### config.mk
export PLATFORM = sky130hd
export DESIGN_NAME = fsc_top
export DESIGN_NICKNAME = d
export VERILOG_FILES = /design/src/common/fsc_pkg.sv /design/src/hdl/fsc_top.sv
export SDC_FILE = /design/constraint.sdc
export NUM_CORES = 1
export LEC_CHECK = 0
export ABC_AREA = 0
export ABC_CLOCK_PERIOD_IN_PS = 25300
export BUFFER_PORTS_ARGS = -buffer_cell sky130_fd_sc_hd__buf_4
export CAP_MARGIN = 20
export CORE_ASPECT_RATIO = 1.5
export CORE_MARGIN = 2
export CORE_UTILIZATION = 35
export CTS_CLUSTER_SIZE = 40
export DETAILED_ROUTE_END_ITERATION = 6
export GPL_TIMING_DRIVEN = 0
export SLEW_MARGIN = 20
export SYNTH_ARGS = -nofsm -noshare
export SYNTH_HDL_FRONTEND = slang
export SYNTH_SLANG_ARGS = --single-unit
### constraint.sdc
create_clock -name pclk -period 25.3 [get_ports pclk]
set_input_delay 3.795 -clock pclk [delete_from_list [all_inputs] [get_ports pclk]]
set_output_delay 3.795 -clock pclk [all_outputs]
set_load 0.02 [all_outputs]
### src/common/fsc_pkg.sv
// Purpose: Constants and types for the fan supervision and drive block.
// Assumes: 25 MHz pclk; APB byte address = register index * 4.
// Notes:   Operation list below, one line per behaviour.
// Operation
// - Tach-powered select 1: no forced drive, duty only, no correction, continuous tach.
// - Tach-powered 0 in speed regulation: duty below 30% raised to 30%.
// - Tach-powered 0 in other modes with tach on: duty below 7% gives 0%, no period updates.
// - Period above minimum-speed limit sets slow flag; never during spin-up.
// - Slow flag clears on status read, resets next measurement, set after spin-up.
// - Period below maximum-speed limit sets overspeed flag; re-arms only after slowing.
// - Slow or overspeed flag with its enable pulls SMBALERT low.
// - Slow measurement with spin-up enabled starts a timed spin-up.
// - Five spin-ups without recovery declare failure; spin-up keeps repeating.
// - Measure every 0.25 s or 1 s, also after failure and right after spin-up.
// - Failure pin open-drain, released when disabled or speed recovers.
// - Overheat pin low above either limit until 5 degrees below it.
// - Limit crossing sets overheat flag; SMBALERT only when its enable is set.
// - Status read clears overheat flags, not the pin; re-arm 5 degrees below.
// - Own overheat drive with full-speed enable gives 100% duty.
// - Externally pulled overheat pin sets input flag and forces 100% duty.
// - Spin-up ramps 33.3% to 100% over first third, holds, ends at 33.3%.
// - Spin-up time select decodes 0.2 s to 8 s, default 2 s.
// - Spin-up disable bit suppresses spin-up; zero after reset.
// - Mode select 00 applies host duty value right after the write.
// - Software duty with tach on and tach-powered 0: below 7% gives 0%.
// - Mode select 01 speed regulation, 10 remote auto (default), 11 fastest auto.
// - Duty value maps linearly, 0x00 is 0% and 0xFF is 100%.
`default_nettype none
package fsc_pkg;
  localparam int unsigned CLK_HZ       = 25_000_000;
  localparam int unsigned CYC_PER_MS   = CLK_HZ / 1000;
  localparam int unsigned MEAS_FAST_MS = 250;
  localparam int unsigned MEAS_SLOW_MS = 1000;
  localparam int unsigned RAMP_STEPS   = 510;  // 170 steps span one third of the time
  // --------------------------------------------------------------
  // Register indices
  // --------------------------------------------------------------
  localparam logic [7:0] IDX_CFG1    = 8'h00;
  localparam logic [7:0] IDX_CFG2    = 8'h01;
  localparam logic [7:0] IDX_STAT1   = 8'h02;
  localparam logic [7:0] IDX_STAT2   = 8'h03;
  localparam logic [7:0] IDX_CFG4    = 8'h04;
  localparam logic [7:0] IDX_LO_LIM  = 8'h10;
  localparam logic [7:0] IDX_HI_LIM  = 8'h11;
  localparam logic [7:0] IDX_RLIM    = 8'h12;
  localparam logic [7:0] IDX_LLIM    = 8'h13;
  localparam logic [7:0] IDX_FANCHAR = 8'h20;
  localparam logic [7:0] IDX_DUTY    = 8'h22;
  // --------------------------------------------------------------
  // Field positions
  // --------------------------------------------------------------
  localparam int CFG1_SPEED_RANGE_IRQ_ENABLE    = 2;
  localparam int CFG1_OHIE     = 3;
  localparam int CFG1_FAULT_EN = 4;
  localparam int CFG1_MODE_LSB = 5;
  localparam int CFG1_OHFS     = 7;
  localparam int CFG2_TPWR     = 1;
  localparam int CFG2_TACH_EN  = 2;
  localparam int CFG4_FAST     = 5;
  localparam int FCH_STIME_LSB = 0;
  localparam int FCH_SPIN_DIS  = 5;
  localparam int ST1_SLOW      = 0;
  localparam int ST1_OVS       = 1;
  localparam int ST1_RTH       = 2;
  localparam int ST2_LTH       = 0;
  localparam int ST2_EXT       = 1;
  localparam int ST2_FAIL      = 2;
  // --------------------------------------------------------------
  // Reset values and duty levels
  // --------------------------------------------------------------
  localparam logic [7:0]  CFG1_RST    = 8'h40;
  localparam logic [7:0]  CFG2_RST    = 8'h04;
  localparam logic [7:0]  CFG4_RST    = 8'h00;
  localparam logic [7:0]  FCH_RST     = 8'h05;
  localparam logic [7:0]  DUTY_RST    = 8'h00;
  localparam logic [15:0] LO_LIM_RST  = 16'hFFFF;
  localparam logic [15:0] HI_LIM_RST  = 16'h0000;
  localparam logic [7:0]  OHLIM_RST   = 8'h55;
  localparam logic [7:0]  DUTY_FULL   = 8'hFF;
  localparam logic [7:0]  DUTY_SPIN   = 8'h55;
  localparam logic [7:0]  DUTY_REG_MIN = 8'h4D;
  localparam logic [7:0]  DUTY_OFF_MIN = 8'h12;
  localparam logic [7:0]  DUTY_ZERO   = 8'h00;
  localparam logic [8:0]  OH_HYST     = 9'h005;
  localparam logic [2:0]  SPIN_RETRY  = 3'h5;

  typedef enum logic [1:0] {
    MODE_SW_DUTY = 2'b00,
    MODE_SPD_REG = 2'b01,
    MODE_AUTO_RM = 2'b10,
    MODE_AUTO_MX = 2'b11
  } fsc_mode_type;

  typedef enum logic [1:0] {
    ST_NORMAL = 2'b00,
    ST_SPIN   = 2'b01,
    ST_POST   = 2'b11
  } fsc_state_type;

  typedef struct packed {
    logic        valid;
    logic [15:0] period;
  } fsc_tach_type;

  typedef struct packed {
    logic [7:0] remote;
    logic [7:0] local_t;
  } fsc_temp_type;

  function automatic int unsigned spin_ms(input logic [2:0] sel);
    int unsigned ms;
    unique case (sel)
      3'h0: ms = 200;
      3'h1: ms = 400;
      3'h2: ms = 600;
      3'h3: ms = 800;
      3'h4: ms = 1000;
      3'h5: ms = 2000;
      3'h6: ms = 4000;
      3'h7: ms = 8000;
    endcase
    return ms;
  endfunction
endpackage
`default_nettype wire

### src/hdl/fsc_top.sv
// Purpose: Fan supervision, spin-up, overheat pin and duty selection with APB registers.
// Assumes: Tach period and temperatures come from logic on pclk.
// Notes:   Open-drain pins drive low whenever their enable is high.
`timescale 1ns/10ps
`default_nettype none
module fsc_top #(
  parameter int unsigned CYC_PER_MS = fsc_pkg::CYC_PER_MS
) (
  input  wire logic                  pclk,
  input  wire logic                  presetn,
  input  wire logic                  psel,
  input  wire logic                  penable,
  input  wire logic                  pwrite,
  input  wire logic [11:0]           paddr,
  input  wire logic [31:0]           pwdata,
  output var  logic [31:0]           prdata,
  output var  logic                  pready,
  output var  logic                  pslverr,
  input  wire fsc_pkg::fsc_tach_type tach_in,
  input  wire fsc_pkg::fsc_temp_type temp_in,
  input  wire logic [7:0]            calc_duty,
  output var  logic                  meas_req,
  output var  logic                  tach_update_en,
  output var  logic                  tach_continuous,
  output var  logic                  pwm_force_on,
  output var  logic                  correction_en,
  output var  logic [7:0]            duty_out,
  output var  logic                  spin_active,
  input  wire logic                  overheat_pin_i,
  output var  logic                  overheat_pin_o,
  output var  logic                  overheat_pin_oe,
  output var  logic                  fault_o,
  output var  logic                  fault_oe,
  output var  logic                  alert_o,
  output var  logic                  alert_oe
);
  import fsc_pkg::*;

  typedef struct packed {
    logic [7:0]       cfg1;
    logic [7:0]       cfg2;
    logic [7:0]       cfg4;
    logic [7:0]       fanchar;
    logic [7:0]       duty_value;
    logic [15:0]      lo_lim;
    logic [15:0]      hi_lim;
    logic [1:0][7:0]  oh_lim;

    logic             slow;
    logic             ovs;
    logic             ovs_armed;
    logic [1:0]       oh_hold;
    logic [1:0]       oh_flag;
    logic [1:0]       oh_armed;
    logic             ext_flag;
    logic [1:0]       drv_hist;
    logic [1:0]       sync;

    logic             fail;
    logic [2:0]       attempts;
    fsc_state_type    st;

    logic [31:0]      meas_cnt;
    logic [31:0]      spin_cnt;
    logic [31:0]      step_cnt;
    logic [7:0]       ramp_duty;
    logic [7:0]       duty;
    logic             meas_req;
    logic             tach_upd;
    logic [31:0]      prdata;
  } fsc_regs_type;

  localparam fsc_regs_type REGS_RST = '{
    cfg1: CFG1_RST, cfg2: CFG2_RST, cfg4: CFG4_RST, fanchar: FCH_RST,
    duty_value: DUTY_RST, lo_lim: LO_LIM_RST, hi_lim: HI_LIM_RST,
    oh_lim: {OHLIM_RST, OHLIM_RST}, slow: 1'b0, ovs: 1'b0, ovs_armed: 1'b1,
    oh_hold: 2'b00, oh_flag: 2'b00, oh_armed: 2'b11, ext_flag: 1'b0,
    drv_hist: 2'b00, sync: 2'b11, fail: 1'b0, attempts: 3'h0, st: ST_NORMAL,
    meas_cnt: 32'h0000_0000, spin_cnt: 32'h0000_0000, step_cnt: 32'h0000_0000,
    ramp_duty: DUTY_SPIN, duty: DUTY_ZERO, meas_req: 1'b0, tach_upd: 1'b1,
    prdata: 32'h0000_0000};

  fsc_regs_type s_r;
  fsc_regs_type s_nxt;

  // --------------------------------------------------------------
  // Decoded controls
  // --------------------------------------------------------------
  logic [7:0]   idx;
  logic         mapped;
  logic         wr_acc;
  logic         rd_acc;

  fsc_mode_type mode;
  logic         tpwr;
  logic         tach_en;
  logic         ext_low;

  logic [31:0]  spin_cyc;
  logic [31:0]  step_cyc;
  logic [31:0]  meas_cyc;

  assign idx     = paddr[9:2];
  assign mapped  = (paddr[11:10] == 2'b00) && (paddr[1:0] == 2'b00) &&
                   (idx == IDX_CFG1 || idx == IDX_CFG2 || idx == IDX_STAT1 ||
                    idx == IDX_STAT2 || idx == IDX_CFG4 || idx == IDX_LO_LIM ||
                    idx == IDX_HI_LIM || idx == IDX_RLIM || idx == IDX_LLIM ||
                    idx == IDX_FANCHAR || idx == IDX_DUTY);
  assign wr_acc  = psel && penable && pwrite && mapped;
  assign rd_acc  = psel && penable && !pwrite && mapped;

  assign mode    = fsc_mode_type'(s_r.cfg1[CFG1_MODE_LSB +: 2]);
  assign tpwr    = s_r.cfg2[CFG2_TPWR];
  assign tach_en = s_r.cfg2[CFG2_TACH_EN];
  // Own drive echoes back through the synchroniser for two cycles
  assign ext_low = !s_r.sync[1] && (s_r.oh_hold == 2'b00) && (s_r.drv_hist == 2'b00);

  // Long timers scale with CYC_PER_MS
  assign spin_cyc = 32'(spin_ms(s_r.fanchar[FCH_STIME_LSB +: 3]) * CYC_PER_MS);
  assign step_cyc = (spin_cyc / RAMP_STEPS == 0) ? 32'h0000_0001 : spin_cyc / RAMP_STEPS;
  assign meas_cyc = s_r.cfg4[CFG4_FAST] ? 32'(MEAS_FAST_MS * CYC_PER_MS)
                                        : 32'(MEAS_SLOW_MS * CYC_PER_MS);

  function automatic logic [31:0] read_mux(input fsc_regs_type r, input logic [7:0] i);
    logic [31:0] d;
    d = 32'h0000_0000;
    unique case (i)
      IDX_CFG1:    d[7:0] = r.cfg1;
      IDX_CFG2:    d[7:0] = r.cfg2;
      IDX_STAT1:   d[2:0] = {r.oh_flag[0], r.ovs, r.slow};
      IDX_STAT2:   d[2:0] = {r.fail, r.ext_flag, r.oh_flag[1]};
      IDX_CFG4:    d[7:0] = r.cfg4;
      IDX_LO_LIM:  d[15:0] = r.lo_lim;
      IDX_HI_LIM:  d[15:0] = r.hi_lim;
      IDX_RLIM:    d[7:0] = r.oh_lim[0];
      IDX_LLIM:    d[7:0] = r.oh_lim[1];
      IDX_FANCHAR: d[7:0] = r.fanchar;
      IDX_DUTY:    d[7:0] = r.duty_value;
      default:     d = 32'h0000_0000;
    endcase
    return d;
  endfunction

  // --------------------------------------------------------------
  // Next state
  // --------------------------------------------------------------
  always_comb begin
    logic [1:0]  clr_oh;
    logic [1:0]  exceed;
    logic [1:0]  release_t;
    logic [7:0]  temp;
    logic        use_meas;
    logic        slow_now;
    logic        fast_now;
    logic [7:0]  base;
    logic        upd;
    logic        full_speed;

    clr_oh     = 2'b00;
    exceed     = 2'b00;
    release_t  = 2'b00;
    temp       = 8'h00;
    use_meas   = 1'b0;
    slow_now   = 1'b0;
    fast_now   = 1'b0;
    base       = DUTY_ZERO;
    upd        = 1'b1;
    full_speed = 1'b0;

    s_nxt          = s_r;
    s_nxt.meas_req = 1'b0;
    s_nxt.sync     = {s_r.sync[0], overheat_pin_i};
    s_nxt.drv_hist = {s_r.drv_hist[0], |s_r.oh_hold};


    // Register writes
    if (wr_acc) begin
      unique case (idx)
        IDX_CFG1:    s_nxt.cfg1 = pwdata[7:0];
        IDX_CFG2:    s_nxt.cfg2 = pwdata[7:0];
        IDX_CFG4:    s_nxt.cfg4 = pwdata[7:0];
        IDX_LO_LIM:  s_nxt.lo_lim = pwdata[15:0];
        IDX_HI_LIM:  s_nxt.hi_lim = pwdata[15:0];
        IDX_RLIM:    s_nxt.oh_lim[0] = pwdata[7:0];
        IDX_LLIM:    s_nxt.oh_lim[1] = pwdata[7:0];
        IDX_FANCHAR: s_nxt.fanchar = pwdata[7:0];
        IDX_DUTY:    s_nxt.duty_value = pwdata[7:0];
        default:     s_nxt.cfg1 = s_r.cfg1;
      endcase
    end

    // Read data is fetched in setup so it stands through the access cycle
    if (psel && !penable) begin
      s_nxt.prdata = read_mux(s_r, idx);
    end

    // Read clears first; any set below wins
    if (rd_acc && idx == IDX_STAT1) begin
      s_nxt.slow = 1'b0;
      s_nxt.ovs  = 1'b0;
      clr_oh[0]  = 1'b1;
    end

    if (rd_acc && idx == IDX_STAT2) begin
      s_nxt.ext_flag = 1'b0;
      clr_oh[1]      = 1'b1;
    end

    // --------------------------------------------------------------
    // Overheat channels: 0 remote, 1 local
    // --------------------------------------------------------------
    for (int ch = 0; ch < 2; ch++) begin
      temp = (ch == 0) ? temp_in.remote : temp_in.local_t;
      exceed[ch]    = temp > s_r.oh_lim[ch];
      release_t[ch] = ({1'b0, temp} + OH_HYST) <= {1'b0, s_r.oh_lim[ch]};
      if (release_t[ch]) begin
        s_nxt.oh_hold[ch]  = 1'b0;
        s_nxt.oh_armed[ch] = 1'b1;
      end
      if (exceed[ch]) begin
        s_nxt.oh_hold[ch] = 1'b1;
      end
      if (clr_oh[ch]) begin
        s_nxt.oh_flag[ch] = 1'b0;
      end
      // Re-arm only through hysteresis
      if (exceed[ch] && s_r.oh_armed[ch]) begin
        s_nxt.oh_flag[ch]  = 1'b1;
        s_nxt.oh_armed[ch] = 1'b0;
      end
    end

    if (ext_low) begin
      s_nxt.ext_flag = 1'b1;
    end

    // --------------------------------------------------------------
    // Measurement timing and speed checks
    // --------------------------------------------------------------
    if (s_r.st != ST_SPIN && tach_en) begin
      if (s_r.meas_cnt == 32'h0000_0000) begin
        s_nxt.meas_req = 1'b1;
        s_nxt.meas_cnt = meas_cyc - 32'h0000_0001;
      end else begin
        s_nxt.meas_cnt = s_r.meas_cnt - 32'h0000_0001;
      end
    end

    // Results during spin-up are dropped
    use_meas = tach_in.valid && s_r.tach_upd && tach_en && s_r.st != ST_SPIN;
    slow_now = tach_in.period > s_r.lo_lim;
    fast_now = tach_in.period < s_r.hi_lim;
    if (use_meas) begin
      if (slow_now) begin
        s_nxt.slow = 1'b1;
      end
      if (!fast_now) begin
        s_nxt.ovs_armed = 1'b1;
      end else if (s_r.ovs_armed) begin
        s_nxt.ovs       = 1'b1;
        s_nxt.ovs_armed = 1'b0;
      end
      if (!slow_now) begin
        s_nxt.attempts = 3'h0;
        s_nxt.fail     = 1'b0;
      end

      if (s_r.st == ST_POST) begin
        s_nxt.st = ST_NORMAL;
      end

      if (slow_now && !s_r.fanchar[FCH_SPIN_DIS]) begin
        s_nxt.st        = ST_SPIN;
        s_nxt.spin_cnt  = spin_cyc - 32'h0000_0001;
        s_nxt.step_cnt  = step_cyc - 32'h0000_0001;
        s_nxt.ramp_duty = DUTY_SPIN;
        if (s_r.attempts == SPIN_RETRY) begin
          s_nxt.fail = 1'b1;
        end else begin
          s_nxt.attempts = s_r.attempts + 3'h1;
        end
      end
    end

    // --------------------------------------------------------------
    // Spin-up sequence
    // --------------------------------------------------------------
    if (s_r.st == ST_SPIN) begin
      if (s_r.step_cnt == 32'h0000_0000) begin
        s_nxt.step_cnt = step_cyc - 32'h0000_0001;
        if (s_r.ramp_duty != DUTY_FULL) begin
          s_nxt.ramp_duty = s_r.ramp_duty + 8'h01;
        end
      end else begin
        s_nxt.step_cnt = s_r.step_cnt - 32'h0000_0001;
      end

      if (s_r.spin_cnt == 32'h0000_0000) begin
        s_nxt.st       = ST_POST;
        s_nxt.slow     = 1'b1;
        s_nxt.meas_req = 1'b1;
        s_nxt.meas_cnt = meas_cyc - 32'h0000_0001;
      end else begin
        s_nxt.spin_cnt = s_r.spin_cnt - 32'h0000_0001;
      end
    end

    // --------------------------------------------------------------
    // Duty selection
    // --------------------------------------------------------------
    base = (mode == MODE_SW_DUTY) ? s_r.duty_value : calc_duty;
    if (!tpwr) begin
      if (mode == MODE_SPD_REG) begin
        if (base < DUTY_REG_MIN) begin
          base = DUTY_REG_MIN;
        end
      end else if (tach_en && base < DUTY_OFF_MIN) begin
        base = DUTY_ZERO;
        upd  = 1'b0;
      end
    end

    s_nxt.tach_upd = upd;
    // Overheat outranks the spin-up ramp
    full_speed = ((|s_r.oh_hold) && s_r.cfg1[CFG1_OHFS]) || ext_low;
    if (full_speed) begin
      s_nxt.duty = DUTY_FULL;
    end else if (s_nxt.st == ST_SPIN) begin
      s_nxt.duty = s_nxt.ramp_duty;
    end else if (s_nxt.st == ST_POST) begin
      s_nxt.duty = DUTY_SPIN;
    end else begin
      s_nxt.duty = base;
    end
  end

  always_ff @(posedge pclk or negedge presetn) begin
    if (!presetn) begin
      s_r <= REGS_RST;
    end else begin
      s_r <= s_nxt;
    end
  end

  // --------------------------------------------------------------
  // Outputs
  // --------------------------------------------------------------
  assign prdata          = s_r.prdata;
  // No wait states
  assign pready          = 1'b1;
  assign pslverr         = psel && penable && !mapped;

  assign meas_req        = s_r.meas_req;
  assign tach_update_en  = s_r.tach_upd;
  assign tach_continuous = tpwr;
  assign pwm_force_on    = !tpwr;
  assign correction_en   = !tpwr;

  assign duty_out        = s_r.duty;
  assign spin_active     = (s_r.st == ST_SPIN);

  assign overheat_pin_o  = 1'b0;
  assign overheat_pin_oe = |s_r.oh_hold;

  assign fault_o         = 1'b0;
  assign fault_oe        = s_r.fail && s_r.cfg1[CFG1_FAULT_EN];

  assign alert_o         = 1'b0;
  assign alert_oe        = ((s_r.slow || s_r.ovs) && s_r.cfg1[CFG1_SPEED_RANGE_IRQ_ENABLE]) ||
                           ((|s_r.oh_flag) && s_r.cfg1[CFG1_OHIE]);
endmodule
`default_nettype wire

# [Word level (Yosys, flattened, before mapping)]
# Memories as Yosys holds them, arrays and structs flattened.
# Cells that the tools add are included.
[word_totals] reg_bits=238 romBits=80 inputBits=91 out_inout_bits=54 wordCells=206 mem_count=1
[mem_list] name="(no name shown)" words=8 word_bits=10 read_ports=1 rd_ports_with_merged_regs=0 write_ports=0 line_no="fsc_pkg.sv:112" source="unique case (sel)"
[op_classes] addsub=10 n_mul=1 div_mod_pow=1 n_lt_le_gt_ge=8 eq_ne=18 mux=60 reduce_logical=75
[ops] op="2-to-1 mux 32 bit" count=5
[ops] op="subtractor 32 x 1 -> 32 bit (second input constant)" count=5
[ops] op="2-to-1 mux 72 bit" count=2
[ops] op="logical NOT 32 bit" count=4
[ops] op="2-to-1 mux 106 bit" count=1
[ops] op="2-to-1 mux 8 bit" count=10
[ops] op="case mux 5 bit (9 select lines)" count=1
[ops] op="2-to-1 mux 34 bit" count=1
[ops] op="case mux 3 bit (11 select lines)" count=1
[ops] op="divider 32 x 9 -> 32 bit (second input constant)" count=1
[ops] op="equality test 8 x 5 -> 1 bit (second input constant)" count=4
[ops] op="multiplier 32 x 12 -> 29 bit (second input constant)" count=1
[ops] op="2-to-1 mux 1 bit" count=29
[ops] op="subtractor 25 x 1 -> 26 bit (second input constant)" count=1
[ops] op="logical AND 1 bit" count=25
[ops] op="2-to-1 mux 25 bit" count=1
[ops] op="AND reduction 2 bit" count=10
[ops] op="adder 8 x 3 -> 9 bit (second input constant)" count=2
[ops] op="less-or-equal comparator 9 x 8 -> 1 bit" count=2
[ops] op="nonzero test 2 bit" count=9
[ops] op="equality test 8 x 2 -> 1 bit (second input constant)" count=2
[ops] op="equality test 8 x 6 -> 1 bit (second input constant)" count=2
[ops] op="> comparator 16 bit" count=1
[ops] op="> comparator 8 bit" count=2
[ops] op="22 further kinds" count=51

# [Logic depth before layout (Yosys ltp)]
[logic_depth] ltp_word=20 depth_mapped=84

# [Least setup slack after synthesis]
# OpenSTA, ideal clock, no wires.
[synth_timing] path_type="flip-flop to flip-flop" startpoint="register s_r[222] (netlist name)" endpoint="register s_r[56] (netlist name)" setup_time_ps=121 arrival_time_ps=18138 required_ps=25179 setup_slack_ps=7041 path_stages_with_launch=76 period_less_slack_ps=18259 path_cell_list="dfstp_2 -> buf_4 -> clkbuf_1 -> inv_1 -> ha_1 -> mux2i_1 -> inv_1 -> ha_1 -> ha_1 -> ha_1 -> fa_1 -> inv_1 -> fa_1 -> inv_1 -> ha_1 -> clkbuf_1 -> a21o_1 -> o31a_1 -> [... 40 more ...] -> ha_1 -> inv_1 -> o31ai_2 -> nand3_1 -> o211a_2 -> nor4_2 -> nor2_1 -> inv_1 -> ha_1 -> nor3_1 -> or4b_4 -> nor2_1 -> and3_1 -> ha_1 -> nand4_1 -> xnor2_1 -> o22ai_1 -> a22o_1"
[synth_between] elab_chain_cells=9
[synth_rtl] item="start: declaration" line_no="fsc_top.sv:83" source="fsc_regs_type s_r;"
[synth_rtl] item="start signal: assignment" line_no="fsc_top.sv:341" source="s_r <= s_nxt;"
[synth_rtl] item="memory (8 x 10 bit) (*)"
[synth_rtl] item="multiplier 32 x 12 -> 29 bit (*)" line_no="fsc_top.sv:119" source="assign spin_cyc = 32'(spin_ms(s_r.fanchar[FCH_STIME_LSB +: 3]) * CYC_PER_MS);"
[synth_rtl] item="divider 32 x 9 -> 32 bit (*)" line_no="fsc_top.sv:120" source="assign step_cyc = (spin_cyc / RAMP_STEPS == 0) ? 32'h0000_0001 : spin_cyc / RAMP_STEPS;"
[synth_rtl] item="logical NOT 32 bit" line_no="fsc_top.sv:120"
[synth_rtl] item="2-to-1 mux 32 bit (*)" line_no="fsc_top.sv:120"
[synth_rtl] item="subtractor 32 x 1 -> 32 bit (*)" line_no="fsc_top.sv:275, fsc_top.sv:290"
[synth_rtl] item="2-to-1 mux 72 bit" line_no="fsc_top.sv:272" source="if (slow_now && !s_r.fanchar[FCH_SPIN_DIS]) begin"
[synth_rtl] item="2-to-1 mux 72 bit" line_no="fsc_top.sv:253" source="if (use_meas) begin"
[synth_rtl] item="2-to-1 mux 106 bit (*)" line_no="fsc_top.sv:288" source="if (s_r.st == ST_SPIN) begin"
# Mark *: on every way between the ends. The rest lies on a longest branch, timed or not. The select of a mux whose other input is x is not followed.
# A chain may end at the register's enable or synchronous reset.

# [Worst setup path in the final report]
# Same ends and word-level chain as after synthesis.

==> results.cfg <==
[run_status]
status = finished clean

[die]
core-area_um2 = 64200
die_w_um = 211
start_util = 0.352
rows = 114
die_h_um = 315
dieArea_um2 = 66600
io_pins = 145

[sta]
rsz0062_at_grt = no
setup_ws_ns = 1.64
fin_tns_setup_ns = 0
setup_violations = 0
worst_slew_pin_slew_ns = 1.06
clock.fmax_ghz = 0.0423
fin_crit_ns = 23.66
fin_worst_skew_ns = 0.0162
hold_viol_final = 0
slew_violations = 0
period_share = 0.935
slew_headroom = 0.286

[worst_setup_path]
start_kind = flop
r2r_slack_ns = 1.64
cp_max_fo = 10
worst-endpoint-arrival_ns = 24.09
slowest_delay_ns = 0.86
path_class = flop to flop
worstPathRequired_ns = 25.73
cpMostUsedCell = ha_1
rr_endpoint = s_r[56]
r2r_cells = 75
cp_slowest_cell = a2111oi_1
cp-end-kind = flop
r2r-start = s_r[222]

[finish]
fillers = 6638
regArea_um2 = 6000
diodes = 0
fin_nets = 3124
synthToLayoutAreaGrowth_pct = 12.4
multi_input_area_um2 = 15400
drive_gt1_frac = 0.149

[min_path]
hold_path_class = flop to flop
hp-start = s_nxt[153]
hold_path_depth = 0
min_to = s_r[153]

[clock_tree]
cts_buffer_depth = 3
path_clk_slew_ns = 0.06
htreeDepth = 1
post_cts_buffers = 0
cts-buffers-inserted = 25
cts_tree = yes
root_buffer = clkbuf_16
clk_latency_ns = 0.54
cts.sinks = 238
cts_resized = 0
cts_hold_repair.buffers = 0

[placement]
numPortBuffers = 108
pre_cts_slack_ns = 2.40
gp_congestion = 0.947
dp_hpwl_um = 59000

[synth]
ys_ff_latch = 238
synthArstFlopShare = 1.00
yosysSeqAreaShare = 0.266
yosys.area.top_type = dfrtp_1
synth_cell_types = 126
synth_edf_count = 0
synthesis.area_um2 = 22600
syn-instance-count = 2702
synth_top_cell_area_share = 0.221
ys.flop_type = dfrtp_1
synth_warnings = 0
synthTopCellsByArea = dfrtp_1 (22%), ha_1 (8.9%), mux2_2 (4.8%)
synth.avg_cell_area_um2 = 8.36

[grt]
grt_pass1_wl_um = 116000
track_usage = 0.218
antenna_found_initial = 0
grt_max_degree = 98
grt_pass1_vias = 21400
overflow = 0

[detailed_routing]
first_pass_iters = 6
ant_nets = 0
drtIter0Drc = 1300
drc_errors = 0
wl_um = 74100
via_per_inst = 5.82
vias = 21500
wl_per_cell_um = 20.1

[power_and_ir_drop]
peakVddDrop_v = 0.0000468
p_leak_uw = 0.0111
power_density_nw_per_um2 = 32.9

[job]
drv_cap = 0
## state kept, by name (all words and copies together), names as in the netlist
| signal | count |
|---|---|
| tach_continuous | 1 |
| meas_req | 1 |
| s_nxt | 2 |
| prdata | 16 |
| s_r | 207 |
| tach_update_en | 1 |
| duty_out | 8 |
| mode | 2 |
## critical path: cells and delay by family, from the launching register on
family | cells | cell delay (ns)
compound gates | 25 | 7.70
fa+ha+maj | 9 | 3.11
buf+inv | 12 | 3.10
simple gates | 22 | 7.28
flops | 1 | 0.42
mux | 1 | 0.33
xor+xnor | 6 | 1.58
## placed cells by master (no fill, tap or decap), drive strengths merged, types with 30 or more instances in the layout
master,instances
a211oi,35
a21o,39
a21oi,146
a31oi,41
buf,183
clkbuf,95
dfrtp,200
dfstp,38
ha,160
inv,150
mux2,98
nand2,244
nand2b,38
nand3,87
nand4,33
nor2,251
nor3,106
nor4,43
o211ai,30
o21ai,149
or3,34
xnor2,109
xor2,37
## logic make-up after synthesis
group	synth area share
xor gates and xnor gates	0.0604
DFF	0.266
other	0.000332
muxes	0.0624
adders and majority gates	0.103
and+or+nand+nor	0.226
buffers and inverters	0.0557
AOI/OAI and AO/OA	0.227
## routing by layer
layer | global-route usage | up-vias | wire length, µm
met1 | 0.238 | 10300 | 28200
met4 | 0.117 | 0 | 4280
met2 | 0.412 | 709 | 38300
li1 | - | 10300 | -
met5 | 0 | - | 0
met3 | 0.0214 | 229 | 3300
## Yosys cell counts (all sizes together) (43+ instances only)
master and number:
buf 72, nor3 106, o21ai 149, a21oi 146
nor2 251, nor4 43, mux2 98, xnor2 109
dfrtp 200, nand2 244, ha 160, clkbuf 58
nand3 87, inv 149
## metrics by stage
step / area [µm²] / utilization / instances / power, µW / hold WS [ns]
after floorplan: 22700 / - / 2720 / 427 / 0.345
after global placement: 24500 / 0.382 / 3640 / 460 / 0.347
after detailed placement: 24600 / 0.383 / 3643 / 461 / 0.352
after CTS: 25400 / 0.396 / 3689 / 843 / 0.361
after global routing: 25400 / 0.396 / 3689 / 865 / 0.364
final: 25400 / 0.396 / 3689 / 835 / 0.361
## how the worst max path moves through the flow
stage / from / to / slack [ns] / cells after the start
2_1_floorplan: s_r[222] / s_r[56] / 7.04 / 75
3_3_place_gp: s_r[222] / s_r[56] / 2.38 / 71
3_5_place_dp: s_r[222] / s_r[56] / 2.40 / 76
4_1_cts: s_r[222] / s_r[56] / 2.24 / 76
5_1_grt: s_r[222] / s_r[56] / 0.50 / 74
6_report: s_r[222] / s_r[56] / 1.64 / 75
## cell type report
type	instances	area share
multi-input combinational	2200	0.607
clock inverter	9	0.00414
inverter	152	0.0225
sequential	238	0.236
tap	812	0.0400
clock buffer	37	0.0288
timing repair buffer	111	0.0347
buffer	130	0.0271
## report_power, final
| part | leakage, µW | switching [µW] | total [µW] | internal [µW] |
|---|---|---|---|---|
| registers | 0.00293 | 2.09 | 387 | 385 |
| clock network | 0.000411 | 161 | 381 | 221 |
| logic | 0.00773 | 38.1 | 67.3 | 29.3 |
Note: power is estimated with default switching activity, not from simulation.
